===== src/svrg_map.vh =====
// Constants of the space vector reference generator: register map,
// field positions, reset values, limits and timing counts.
// Assumes it is included by bare name into the design modules.
`ifndef SVRG_MAP_VH
`define SVRG_MAP_VH

// ============================================================
// Register byte offsets (APB, one aligned word each)
`define SVRG_CTRL_OFS 8'h00
`define SVRG_STEP_OFS 8'h04
`define SVRG_MODIDX_OFS 8'h08
`define SVRG_STATUS_OFS 8'h0c
`define SVRG_DUTY_OFS 8'h10
`define SVRG_SPEED_OFS 8'h14

// ============================================================
// Field positions
`define SVRG_CTRL_RESTART_BIT 0
`define SVRG_STAT_SECTOR_LSB 16
`define SVRG_STAT_FLAG_BIT 19
`define SVRG_STAT_INDEX_LSB 20
`define SVRG_DUTY_Y_LSB 10
`define SVRG_DUTY_Z_LSB 20

// ============================================================
// Widths, limits and reset values
`define SVRG_ACC_W 16
`define SVRG_IDX_W 8
`define SVRG_STEP_W 12
`define SVRG_STEP_MAX 12'h800
`define SVRG_STEP_RST 12'h000
`define SVRG_MODIDX_RST 16'h0000
`define SVRG_SECTOR_LAST 3'h5
`define SVRG_IDX_LAST 8'hff
`define SVRG_DUTY_W 10
`define SVRG_FULL_PERIOD 11'h400
`define SVRG_ZERO_LO 3'h0
`define SVRG_ZERO_HI 3'h7

// ============================================================
// Timing: update period and open-loop startup interval
`define SVRG_PERIOD_NS 41600
`define SVRG_CLK_NS 100
`define SVRG_PERIOD_CYC (`SVRG_PERIOD_NS / `SVRG_CLK_NS)
`define SVRG_STARTUP_MS 1000
`define SVRG_STARTUP_TICKS ((`SVRG_STARTUP_MS * 1000000) / `SVRG_PERIOD_NS)

`endif


===== src/svrg_core.v =====
// Space vector reference generator: per-period angle stepping, sine
// lookup, duty decomposition, loop gating, button poll and speed gating.
// Assumes period_event is a one-cycle pulse from the PWM timer, buttons
// and capture_event are synchronous to pclk, and an APB master drives the bus.
`timescale 1ns/1ps
`include "svrg_map.vh"
module svrg_core #(
  parameter STARTUP_TICKS = `SVRG_STARTUP_TICKS,
  parameter TABLE_DEPTH = 256
) (
  // Clock and reset
  input wire pclk,
  input wire presetn,
  // APB slave
  input wire psel,
  input wire penable,
  input wire pwrite,
  input wire [7:0] paddr,
  input wire [31:0] pwdata,
  output wire pready,
  output reg [31:0] prdata,
  output reg pslverr,
  // Period tick and operator inputs
  input wire period_event,
  input wire speed_up_button,
  input wire speed_down_button,
  input wire capture_event,
  // Results towards the compare units
  output reg [`SVRG_DUTY_W-1:0] duty_x,
  output reg [`SVRG_DUTY_W-1:0] duty_y,
  output reg [`SVRG_DUTY_W:0] duty_z,
  output reg [2:0] sector,
  output reg duty_valid,
  // Loop and speed gating
  output reg closed_loop_enable_flag,
  output reg regulate_strobe,
  output reg speed_update_strobe,
  output reg [`SVRG_STEP_W-1:0] freq_setpoint
);

  // ============================================================
  // State encoding of the per-period sequence
  localparam ST_IDLE = 5'b00001;
  localparam ST_ADV = 5'b00010;
  localparam ST_FETCH = 5'b00100;
  localparam ST_MULT = 5'b01000;
  localparam ST_STORE = 5'b10000;

  reg [4:0] state_r;
  reg [4:0] state_nxt;
  reg [`SVRG_ACC_W-1:0] angle_acc_r;
  reg [`SVRG_IDX_W-1:0] table_index_r;
  reg [`SVRG_IDX_W-1:0] previous_table_index_r;
  reg [`SVRG_IDX_W-1:0] comp_index_r;
  reg signed [15:0] mod_index_r;
  reg [31:0] startup_cnt_r;
  reg capture_pending_r;
  reg restart_r;
  reg signed [31:0] prod_x_r;
  reg signed [31:0] prod_y_r;
  reg [31:0] read_nxt;
  reg [`SVRG_DUTY_W:0] duty_z_nxt;
  reg [2:0] sector_nxt;
  wire signed [15:0] sin_alpha;
  wire signed [15:0] sin_comp;
  wire [63:0] prod_pair;
  wire [2*`SVRG_DUTY_W-1:0] cnt_pair;
  wire [`SVRG_DUTY_W-1:0] cnt_x;
  wire [`SVRG_DUTY_W-1:0] cnt_y;
  wire [`SVRG_DUTY_W:0] active_sum;
  wire [`SVRG_ACC_W-1:0] angle_sum;
  wire sector_wrap;
  wire apb_setup;
  wire apb_wr;
  wire addr_hit;
  wire startup_done;
  wire step_over;
  genvar lane;

  // ============================================================
  // APB decode; zero wait states, so every access ends in one cycle
  assign pready = 1'b1;
  assign apb_setup = psel & ~penable;
  assign apb_wr = psel & penable & pwrite;
  assign addr_hit = (paddr == `SVRG_CTRL_OFS) | (paddr == `SVRG_STEP_OFS) |
                    (paddr == `SVRG_MODIDX_OFS) | (paddr == `SVRG_STATUS_OFS) |
                    (paddr == `SVRG_DUTY_OFS) | (paddr == `SVRG_SPEED_OFS);
  // Any bit above the step field counts as over the limit, never as a wrapped value
  assign step_over = (|pwdata[31:`SVRG_STEP_W]) | (pwdata[`SVRG_STEP_W-1:0] > `SVRG_STEP_MAX);

  // Read word chosen combinationally, registered only in the setup cycle
  always @* begin
    read_nxt = 32'h00000000;
    case (paddr)
      `SVRG_STEP_OFS: read_nxt = {20'h00000, freq_setpoint};
      `SVRG_MODIDX_OFS: read_nxt = {16'h0000, mod_index_r};
      `SVRG_STATUS_OFS: read_nxt = {4'h0, table_index_r, closed_loop_enable_flag, sector, angle_acc_r};
      `SVRG_DUTY_OFS: read_nxt = {1'b0, duty_z, duty_y, duty_x};
      `SVRG_SPEED_OFS: read_nxt = {31'h00000000, capture_pending_r};
      default: read_nxt = 32'h00000000;
    endcase
  end

  // Read data is captured in the setup cycle so it is a flip-flop in the access cycle
  always @(posedge pclk or negedge presetn) begin
    if (!presetn) begin
      prdata <= 32'h00000000;
      pslverr <= 1'b0;
    end else if (apb_setup) begin
      pslverr <= ~addr_hit;
      prdata <= read_nxt;
    end
  end

  // ============================================================
  // Software controls: modulation index and restart pulse
  always @(posedge pclk or negedge presetn) begin
    if (!presetn) begin
      mod_index_r <= `SVRG_MODIDX_RST;
      restart_r <= 1'b0;
    end else begin
      restart_r <= apb_wr & (paddr == `SVRG_CTRL_OFS) & pwdata[`SVRG_CTRL_RESTART_BIT];
      if (apb_wr && paddr == `SVRG_MODIDX_OFS) begin
        mod_index_r <= pwdata[15:0];
      end
    end
  end

  // ============================================================
  // Frequency set point: software write wins over a button in the same cycle
  always @(posedge pclk or negedge presetn) begin
    if (!presetn) begin
      freq_setpoint <= `SVRG_STEP_RST;
    end else if (apb_wr && paddr == `SVRG_STEP_OFS) begin
      if (step_over) begin
        freq_setpoint <= `SVRG_STEP_MAX;
      end else begin
        freq_setpoint <= pwdata[`SVRG_STEP_W-1:0];
      end
    end else if (period_event) begin
      // Both pressed at once cancels out rather than favouring one
      if (speed_up_button && !speed_down_button && freq_setpoint < `SVRG_STEP_MAX) begin
        freq_setpoint <= freq_setpoint + 12'h001;
      end else if (speed_down_button && !speed_up_button && freq_setpoint != 12'h000) begin
        freq_setpoint <= freq_setpoint - 12'h001;
      end
    end
  end

  // ============================================================
  // Open-loop startup interval, then the closed-loop flag
  assign startup_done = (startup_cnt_r >= STARTUP_TICKS);

  always @(posedge pclk or negedge presetn) begin
    if (!presetn) begin
      startup_cnt_r <= 32'h00000000;
      closed_loop_enable_flag <= 1'b0;
    end else if (restart_r) begin
      startup_cnt_r <= 32'h00000000;
      closed_loop_enable_flag <= 1'b0;
    end else if (period_event) begin
      if (!startup_done) begin
        startup_cnt_r <= startup_cnt_r + 32'h00000001;
      end else begin
        closed_loop_enable_flag <= 1'b1;
      end
    end
  end

  // ============================================================
  // Regulation and speed strobes, one cycle each, only on a tick
  always @(posedge pclk or negedge presetn) begin
    if (!presetn) begin
      regulate_strobe <= 1'b0;
      speed_update_strobe <= 1'b0;
      capture_pending_r <= 1'b0;
    end else begin
      regulate_strobe <= period_event & closed_loop_enable_flag;
      speed_update_strobe <= period_event & (capture_pending_r | capture_event);
      // A capture arriving on the consuming tick is taken by that tick, not lost
      if (capture_event) begin
        capture_pending_r <= ~period_event;
      end else if (period_event) begin
        capture_pending_r <= 1'b0;
      end
    end
  end

  // ============================================================
  // Sequence: advance, fetch sines, multiply, store duties
  always @* begin
    state_nxt = state_r;
    case (state_r)
      ST_IDLE: begin
        if (period_event) begin
          state_nxt = ST_ADV;
        end
      end
      ST_ADV: state_nxt = ST_FETCH;
      ST_FETCH: state_nxt = ST_MULT;
      ST_MULT: state_nxt = ST_STORE;
      ST_STORE: state_nxt = ST_IDLE;
      default: state_nxt = ST_IDLE;
    endcase
  end

  always @(posedge pclk or negedge presetn) begin
    if (!presetn) begin
      state_r <= ST_IDLE;
    end else if (restart_r) begin
      state_r <= ST_IDLE;
    end else begin
      state_r <= state_nxt;
    end
  end

  // ============================================================
  // Angle accumulator and table pointers
  assign angle_sum = angle_acc_r + {4'h0, freq_setpoint};

  always @(posedge pclk or negedge presetn) begin
    if (!presetn) begin
      angle_acc_r <= 16'h0000;
      table_index_r <= 8'h00;
      previous_table_index_r <= 8'h00;
      comp_index_r <= `SVRG_IDX_LAST;
    end else if (restart_r) begin
      angle_acc_r <= 16'h0000;
      table_index_r <= 8'h00;
      previous_table_index_r <= 8'h00;
      comp_index_r <= `SVRG_IDX_LAST;
    end else if (state_r == ST_ADV) begin
      previous_table_index_r <= table_index_r;
      angle_acc_r <= angle_sum;
      table_index_r <= angle_sum[`SVRG_ACC_W-1:`SVRG_ACC_W-`SVRG_IDX_W];
      comp_index_r <= `SVRG_IDX_LAST - angle_sum[`SVRG_ACC_W-1:`SVRG_ACC_W-`SVRG_IDX_W];
    end
  end

  // ============================================================
  // Sine lookup: port a gives sin(a), port b the complementary angle
  svrg_sine_rom #(
    .DEPTH(TABLE_DEPTH),
    .AW(`SVRG_IDX_W)
  ) u_sine (
    .pclk(pclk),
    .addr_a(table_index_r),
    .addr_b(comp_index_r),
    .data_a(sin_alpha),
    .data_b(sin_comp)
  );

  // ============================================================
  // Products: identical for every sector, angle taken from sector start
  always @(posedge pclk or negedge presetn) begin
    if (!presetn) begin
      prod_x_r <= 32'sh00000000;
      prod_y_r <= 32'sh00000000;
    end else if (state_r == ST_MULT) begin
      prod_x_r <= mod_index_r * sin_comp;
      prod_y_r <= mod_index_r * sin_alpha;
    end
  end

  // Lane 0 scales the first active duty, lane 1 the second
  assign prod_pair = {prod_y_r, prod_x_r};
  generate
    for (lane = 0; lane < 2; lane = lane + 1) begin : g_scale
      wire [15:0] q15;
      // Shift left once to return to Q15, then keep its top ten fraction bits
      assign q15 = prod_pair[lane*32+15 +: 16];
      // Negative modulation index makes no sense here, so negatives clamp to zero
      assign cnt_pair[lane*`SVRG_DUTY_W +: `SVRG_DUTY_W] = q15[15] ? 10'h000 : q15[14:5];
    end
  endgenerate
  assign cnt_x = cnt_pair[`SVRG_DUTY_W-1:0];
  assign cnt_y = cnt_pair[2*`SVRG_DUTY_W-1:`SVRG_DUTY_W];
  assign active_sum = {1'b0, cnt_x} + {1'b0, cnt_y};

  // ============================================================
  // Sector pointer: a backward step of the index means a 60-degree crossing
  assign sector_wrap = (table_index_r < previous_table_index_r);

  // ============================================================
  // Next zero-vector time and sector, settled before the store edge
  always @* begin
    duty_z_nxt = `SVRG_FULL_PERIOD;
    sector_nxt = sector;
    // Zero vector (000 or 111) time is whatever the active vectors leave
    if (active_sum > `SVRG_FULL_PERIOD) begin
      duty_z_nxt = 11'h000;
    end else begin
      duty_z_nxt = `SVRG_FULL_PERIOD - active_sum;
    end
    if (sector_wrap) begin
      sector_nxt = (sector == `SVRG_SECTOR_LAST) ? 3'h0 : sector + 3'h1;
    end
  end

  always @(posedge pclk or negedge presetn) begin
    if (!presetn) begin
      duty_x <= 10'h000;
      duty_y <= 10'h000;
      duty_z <= `SVRG_FULL_PERIOD;
      sector <= 3'h0;
      duty_valid <= 1'b0;
    end else begin
      // A restart cancels the store, so no half-finished update is announced
      duty_valid <= (state_r == ST_STORE) & ~restart_r;
      if (restart_r) begin
        sector <= 3'h0;
      end else if (state_r == ST_STORE) begin
        duty_x <= cnt_x;
        duty_y <= cnt_y;
        duty_z <= duty_z_nxt;
        sector <= sector_nxt;
      end
    end
  end

endmodule


===== src/svrg_sine_rom.v =====
// Sine table over 60 electrical degrees, signed Q15, two read ports.
// Assumes the addresses are held by a clocked caller; data is registered.
`timescale 1ns/1ps
module svrg_sine_rom #(
  parameter DEPTH = 256,
  parameter AW = 8
) (
  // Clock
  input wire pclk,
  // Read ports
  input wire [AW-1:0] addr_a,
  input wire [AW-1:0] addr_b,
  output reg signed [15:0] data_a,
  output reg signed [15:0] data_b
);

  // ============================================================
  // Table build
  reg signed [15:0] table_mem [0:DEPTH-1];
  integer i;

  // Taylor series to x^7 in Q30; error stays well under one Q15 step up to 60 degrees
  function signed [15:0] svrg_sin;
    input integer idx;
    reg signed [63:0] x;
    reg signed [63:0] x2;
    reg signed [63:0] s;
    begin
      x = (64'sd4392268 * idx * 256) / DEPTH;
      x2 = (x * x) >>> 30;
      s = 64'sd1073741824 - ((x2 * 64'sd1073741824 / 64'sd42) >>> 30);
      s = 64'sd1073741824 - ((((x2 * s) >>> 30) * 64'sd1073741824 / 64'sd20) >>> 30);
      s = 64'sd1073741824 - ((((x2 * s) >>> 30) * 64'sd1073741824 / 64'sd6) >>> 30);
      s = (x * s) >>> 30;
      svrg_sin = s[30:15];
    end
  endfunction

  initial begin
    for (i = 0; i < DEPTH; i = i + 1) begin
      table_mem[i] = svrg_sin(i);
    end
  end

  // ============================================================
  // Registered reads
  always @(posedge pclk) begin
    data_a <= table_mem[addr_a];
    data_b <= table_mem[addr_b];
  end

endmodule

===== config.mk =====
export PLATFORM = sky130hd
export DESIGN_NAME = svrg_core
export DESIGN_NICKNAME = d
export VERILOG_FILES = /design/src/svrg_core.v /design/src/svrg_sine_rom.v
export VERILOG_INCLUDE_DIRS = /design/src
export SDC_FILE = /design/constraint.sdc
export NUM_CORES = 2
export LEC_CHECK = 0
export BUFFER_PORTS_ARGS = -buffer_cell sky130_fd_sc_hd__buf_2
export CORE_UTILIZATION = 45
export DETAILED_ROUTE_END_ITERATION = 6
export PLACE_DENSITY_LB_ADDON = 0.05
export SLEW_MARGIN = 10
export SYNTH_ARGS = -nofsm -noshare
export SYNTH_HDL_FRONTEND = slang
export SYNTH_SLANG_ARGS = --single-unit
export TNS_END_PERCENT = 1

===== constraint.sdc =====
create_clock -name pclk -period 17 [get_ports pclk]
set_input_delay 2.55 -clock pclk [delete_from_list [all_inputs] [get_ports pclk]]
set_output_delay 2.55 -clock pclk [all_outputs]
set_load 0.02 [all_outputs]

Word level (Yosys, flattened, before mapping)
Memory sizes are Yosys's and may differ from the RTL's. A register that Yosys moved wholly into a read port is not among the register bits.
Index checks and enable logic that the tools add are counted.

storage, ports and cells
  register bits = 272
  bits in latches = 0
  bits in writable memories = 0
  ROM bits = 3,840
  input bits = 49
  output and inout port bits = 84
  logic and storage cells = 128
  memories = 1

memory list
  name              words  bits a word  read ports  clocked after memory_dff  write ports  RTL line            RTL
  u_sine.table_mem  256    15           2           2                         0            svrg_sine_rom.v:19  reg signed [15:0] table_mem [0:DEPTH-1];

cells by class
  add/sub/neg operators = 8
  multiply operators = 2
  divide/modulo/power cells = 0
  magnitude comparators = 5
  eq/ne operators = 13
  shift-type cells = 0
  mux-type cells = 32
  bitwise operators = 19
  reductions and logical operators = 24

operators by type and width
  operator                                                              count
  one-hot mux 31 bit (5 select lines)                                   1
  2-to-1 mux 32 bit                                                     3
  multiplier 16 x 16 -> 31 bit                                          2
  2-to-1 mux 12 bit                                                     5
  2-to-1 mux 8 bit                                                      6
  adder 32 x 1 -> 32 bit (second input constant)                        1
  greater-or-equal comparator 32 x 15 -> 1 bit (second input constant)  1
  2-to-1 mux 16 bit                                                     2
  2-to-1 mux 10 bit                                                     2
  one-hot mux 5 bit (4 select lines)                                    1
  OR reduction 20 bit                                                   1
  adder 16 x 12 -> 16 bit                                               1
  == test 8 x 4 -> 1 bit (second input constant)                        2
  == test 8 x 5 -> 1 bit (second input constant)                        2
  nonzero test 2 bit                                                    7
  adder 12 x 1 -> 12 bit (second input constant)                        1
  > comparator 12 bit (second input constant)                           1
  < comparator 12 bit (second input constant)                           1
  2-to-1 mux 3 bit                                                      4
  nonzero test 12 bit                                                   1
  subtractor 12 x 1 -> 12 bit (second input constant)                   1
  adder 10 x 10 -> 11 bit                                               1
  > comparator 11 bit (second input constant)                           1
  2-to-1 mux 11 bit                                                     1
  other kinds (23)                                                      54

Logic depth before layout (Yosys ltp)
  depth after elaboration = 7
  mapped depth = 25
  gate-level depth less buffers = 24

Cells and area by module
From an unflattened synthesis, not the netlist that was laid out.

second synthesis, totals
  cells, all modules = 4,219
  area total of the unflattened synthesis = 35,963.2 um2

by module, submodules not included
  module         times used  cells an instance  area an instance (um2)  seq. area each (um2)
  svrg_core      1           2,961              27,948.1                4,792.1
  svrg_sine_rom  1           1,258              8,015.2                 600.6

Worst setup path after synthesis
No wires, ideal clock.

  path kind = register -> register
  from = reg mod_index_r[15]
  to = reg prod_y_r[30]
  library setup time = 0.069 ns
  arrival = 6.327 ns
  required time = 16.931 ns
  slack = 10.603 ns
  cell stages (with the launch flop) = 23
  path buffers = 2
  clock period less this slack = 6.397 ns
  cells stage by stage = dfrtp_1 -> clkbuf_1 -> clkbuf_1 -> nand2_1 -> fa_1 -> inv_1 -> fa_1 -> fa_1 -> fa_1 -> fa_1 -> inv_1 -> fa_1 -> inv_1 -> ha_1 -> a21o_1 -> a21o_1 -> a211oi_2 -> nor2_1 -> nor3_2 -> a21oi_2 -> o41a_1 -> or4_1 -> nand3_1

between the ends
  cells in the longest elaborated chain, start to end = 1

ends and longest elaborated chain
  item                          RTL line         RTL
  from (decl)                   svrg_core.v:55   reg signed [15:0] mod_index_r;
  from (signal assigned)        svrg_core.v:119  mod_index_r <= `SVRG_MODIDX_RST;
  from (signal assigned)        svrg_core.v:124  mod_index_r <= pwdata[15:0];
  multiplier 16 x 16 -> 31 bit  svrg_core.v:261  prod_y_r <= mod_index_r * sin_alpha;
  to (signal assigned)          svrg_core.v:261
  to (decl)                     svrg_core.v:60   reg signed [31:0] prod_y_r;

No other way between the ends.
A chain may end at the register's enable or synchronous reset.

Worst setup path after layout
  from = reg mod_index_r[7]
  to = reg prod_y_r[30]

Same word-level chain as after synthesis.

==> flow_summary_export.csv <==
group,metric,value,unit
sta,finalCriticalPeriod,6937,ps
global_routing,grt_pass1_wl,178500,microns
worst_setup_path,worstSetupPathType,"register to register",
detailed_routing,drt_iter0_markers,2824,
die,core_area,76330,sq um
hold_path,min_from,"prdata[28]",
logic_synthesis,async_flop_share,86.43,%
sta,fin_skew,14.69,ps
die,die_y,280.7,microns
sta,fin_hold_ws,460.3,ps
clocking,max-clock-path-buffers,3,
logic_synthesis,synth_edf_count,0,
clocking,post_cts_buffers,0,
logic_synthesis,ys_seq_area_share,15.43,%
detailed_routing,routed_wl,112900,microns
placed_design,place_area,36240,sq um
status,run_status,"finished, violations left",
clocking,numCtsBuffers,29,
hold_path,min_path_type,"register to register",
power,powerDensity,122.6,nW/um^2
global_routing,met2_usage,46.31,%
worst_setup_path,cp-start-kind,"register",
finish,antennaDiodeCount,0,
worst_setup_path,cp-end-kind,"register",
finish,drive_above_1_share,8.195,%
finish,layout_common_cells,"593 x inv_1, 528 x nand2_1, 483 x fa_1",
sta,timing.slew.headroom,26.61,%
finish,fillCellCount,7685,
logic_synthesis,syn_nets,4961,
sta,tightest_slew,1096,ps
logic_synthesis,ys_warn_count,0,
clocking,clk_latency,590,ps
placed_design,routabilityCongestion,0.9503,
global_routing,grt_max_degree,93,
worst_setup_path,critPathRequiredTime,17510,ps
logic_synthesis,syn_avg_cell_area,8.305,sq um
finish,nets,4892,
sta,final_hold_viol_count,0,
status,violations,"DRC",
finish,final_common_cell,"inv_1",
detailed_routing,vias,30170,
clocking,cts_resized,0,
sta,finalSetupViolations,0,
worst_setup_path,crit_start,"mod_index_r[7]",
placed_design,place_ws,10030,ps
detailed_routing,wl_per_cell,21.75,microns
global_routing,grt.busiest_layer,"met2",
sta,fmax,144.2,MHz
placed_design,port_buffers,130,
die,start_util,45.78,%
clocking,htree_levels,1,
clocking,cts_tree,"done",
sta,rsz0062_at_grt,"false",
logic_synthesis,syn-cell-area,34940,sq um
finish,final_core_util,48.79,%
clocking,postCtsHoldBufs,0,
logic_synthesis,synthFlopType,"dfrtp_1",
global_routing,gr-usage-all-layers,29.14,%
finish,fin_area,37240,sq um
run,drv_cap,0,
global_routing,grt-ovfl-total,0,
global_routing,antenna_found_initial,1,
clocking,clkTransAtPathRegs,60,ps
global_routing,grtUsageMet1,41.75,%
worst_setup_path,timing.rr.start,"mod_index_r[7]",
detailed_routing,remaining_drc_errors,1,
clocking,cts.sinks,221,
logic_synthesis,synth_cell_type_count,86,
detailed_routing,vias_per_cell,5.811,
power,ir_worst_vdd,0.0001325,V
sta,period_share,40.81,%
placed_design,placedCellCount,5137,
detailed_routing,final_antenna_net_count,0,
sta,setup_tns,0,ps
global_routing,grt_pass1_vias,30090,
sta,setup_ws,10060,ps
sta,slew_violations,0,
global_routing,met3_usage,3.716,%
finish,area_growth,6.585,%
power,power,4.567,mW
logic_synthesis,syn_inst,4207,
die,die-width,280.7,microns
die,die_area,78760,sq um
placed_design,dp_hpwl,80560,microns
finish,fin_cells,5191,
worst_setup_path,crit_fanout,32,
die,rows,101,
die,ios,133,
detailed_routing,drt_first_pass_iters,7,
power,p_leak,18.22,nW
logic_synthesis,synth_seq_cells,221,
worst_setup_path,crit_arrival,7450,ps
clocking,clock-root-buffer,"clkbuf_16",
-- logic make-up after synthesis --
| logic type | after synthesis | synth area share [%] |
|---|---|---|
| other | 2 | 0.02149 |
| buffers and inverters | 884 | 9.568 |
| multiplexers | 68 | 2.532 |
| XOR/XNOR | 91 | 2.281 |
| AO/OA/AOI/OAI | 900 | 16.57 |
| AND/OR/NAND/NOR | 1336 | 17.97 |
| flip-flops | 221 | 15.43 |
| adder cells (fa/ha/maj) | 705 | 35.62 |
-- layer usage --
layer,vias up,part of all wire (%)
met3,209,7.0
met1,15010,45
li1,13780,-
met4,0,2.8
met2,1165,45
met5,-,0
-- worst max-delay path: stages (launching register included) --
cell,delay (ps)
dfrtp_2,980
and2_1,260
fa_1,430
inv_1,130
fa_1,450
fa_1,510
inv_1,50
fa_1,490
fa_1,490
inv_1,50
fa_1,470
inv_1,40
ha_1,280
a21o_1,180
a211o_1,340
a211oi_2,210
o31ai_1,240
nand3_2,180
a21oi_2,80
o41a_1,410
or4_1,480
nand3_1,80
-- cell type report --
cell class / count / area (sq um) / share of cell area [%]
clock inverters: 13 / 106.4 / 0.2856
well taps: 1030 / 1289 / 3.460
flip-flops and latches: 221 / 5411 / 14.53
clock buffers: 41 / 894.6 / 2.402
multi-input cells: 3102 / 26220 / 70.41
inverters: 600 / 2252 / 6.047
repair buffers: 184 / 1065 / 2.859
-- Yosys cell counts (12+ instances only) --
library cell	instances	area, sq um
o31ai_1	23	172.7
nand2b_1	14	87.58
a211oi_1	62	465.5
and3_1	28	175.2
a311oi_1	22	192.7
nor3_1	56	280.3
a21o_1	30	225.2
inv_1	593	2226
o21a_1	14	105.1
nand4_1	14	87.58
mux2i_1	13	130.1
ha_1	222	2778
o22ai_1	20	125.1
nand3_1	80	400.4
xnor2_1	61	534.3
buf_2	14	70.07
xor2_1	30	262.8
or3_1	15	93.84
o311ai_0	18	157.7
mux2_2	43	484.2
nor2b_1	37	231.5
dfrtp_1	181	4529
nand2_1	528	1982
mux4_2	12	270.3
a21oi_1	246	1231
a221oi_1	16	140.1
a22oi_1	16	120.1
nor4_1	22	137.6
nor2_1	256	960.9
or2_2	12	75.07
a222oi_1	17	170.2
o211ai_1	38	285.3
and2_1	248	1551
a31oi_1	68	425.4
buf_1	35	131.4
dfxtp_1	30	600.6
clkbuf_1	233	874.6
o21ai_0	212	1061
fa_1	483	9669
-- sequential cells by signal, summed over array words and instances (netlist names), 11 cells and up --
register and count:
prod_y_r 11, prod_x_r 11, startup_cnt_r 32, freq_setpoint 12
duty_z 11, mod_index_r 16, u_sine.data_a 15, u_sine.data_b 15
angle_acc_r 16, prdata 31
-- power breakdown --
part	switching, mW	leakage (nW)	internal (mW)	total [mW]
clock	0.267	0.496	0.372	0.639
combinational	1.92	14.9	0.987	2.91
sequential	0.375	2.78	0.645	1.02
total	2.56	18.2	2.00	4.57
-- path summary, 6_finish.rpt --
kind | endpoint | slack, ps | cells past startpoint
worst min-delay path | prdata[28] | 460 | 2
max in group asynchronous | angle_acc_r[12] | 12810 | 3
worst max register to register | prod_y_r[30] | 10060 | 21
min in group asynchronous | startup_cnt_r[7] | 1990 | 1
worst max-delay path | prod_y_r[30] | 10060 | 21
worst min register to register | prdata[28] | 460 | 2
No activity file was read; power rests on OpenSTA's default activity.
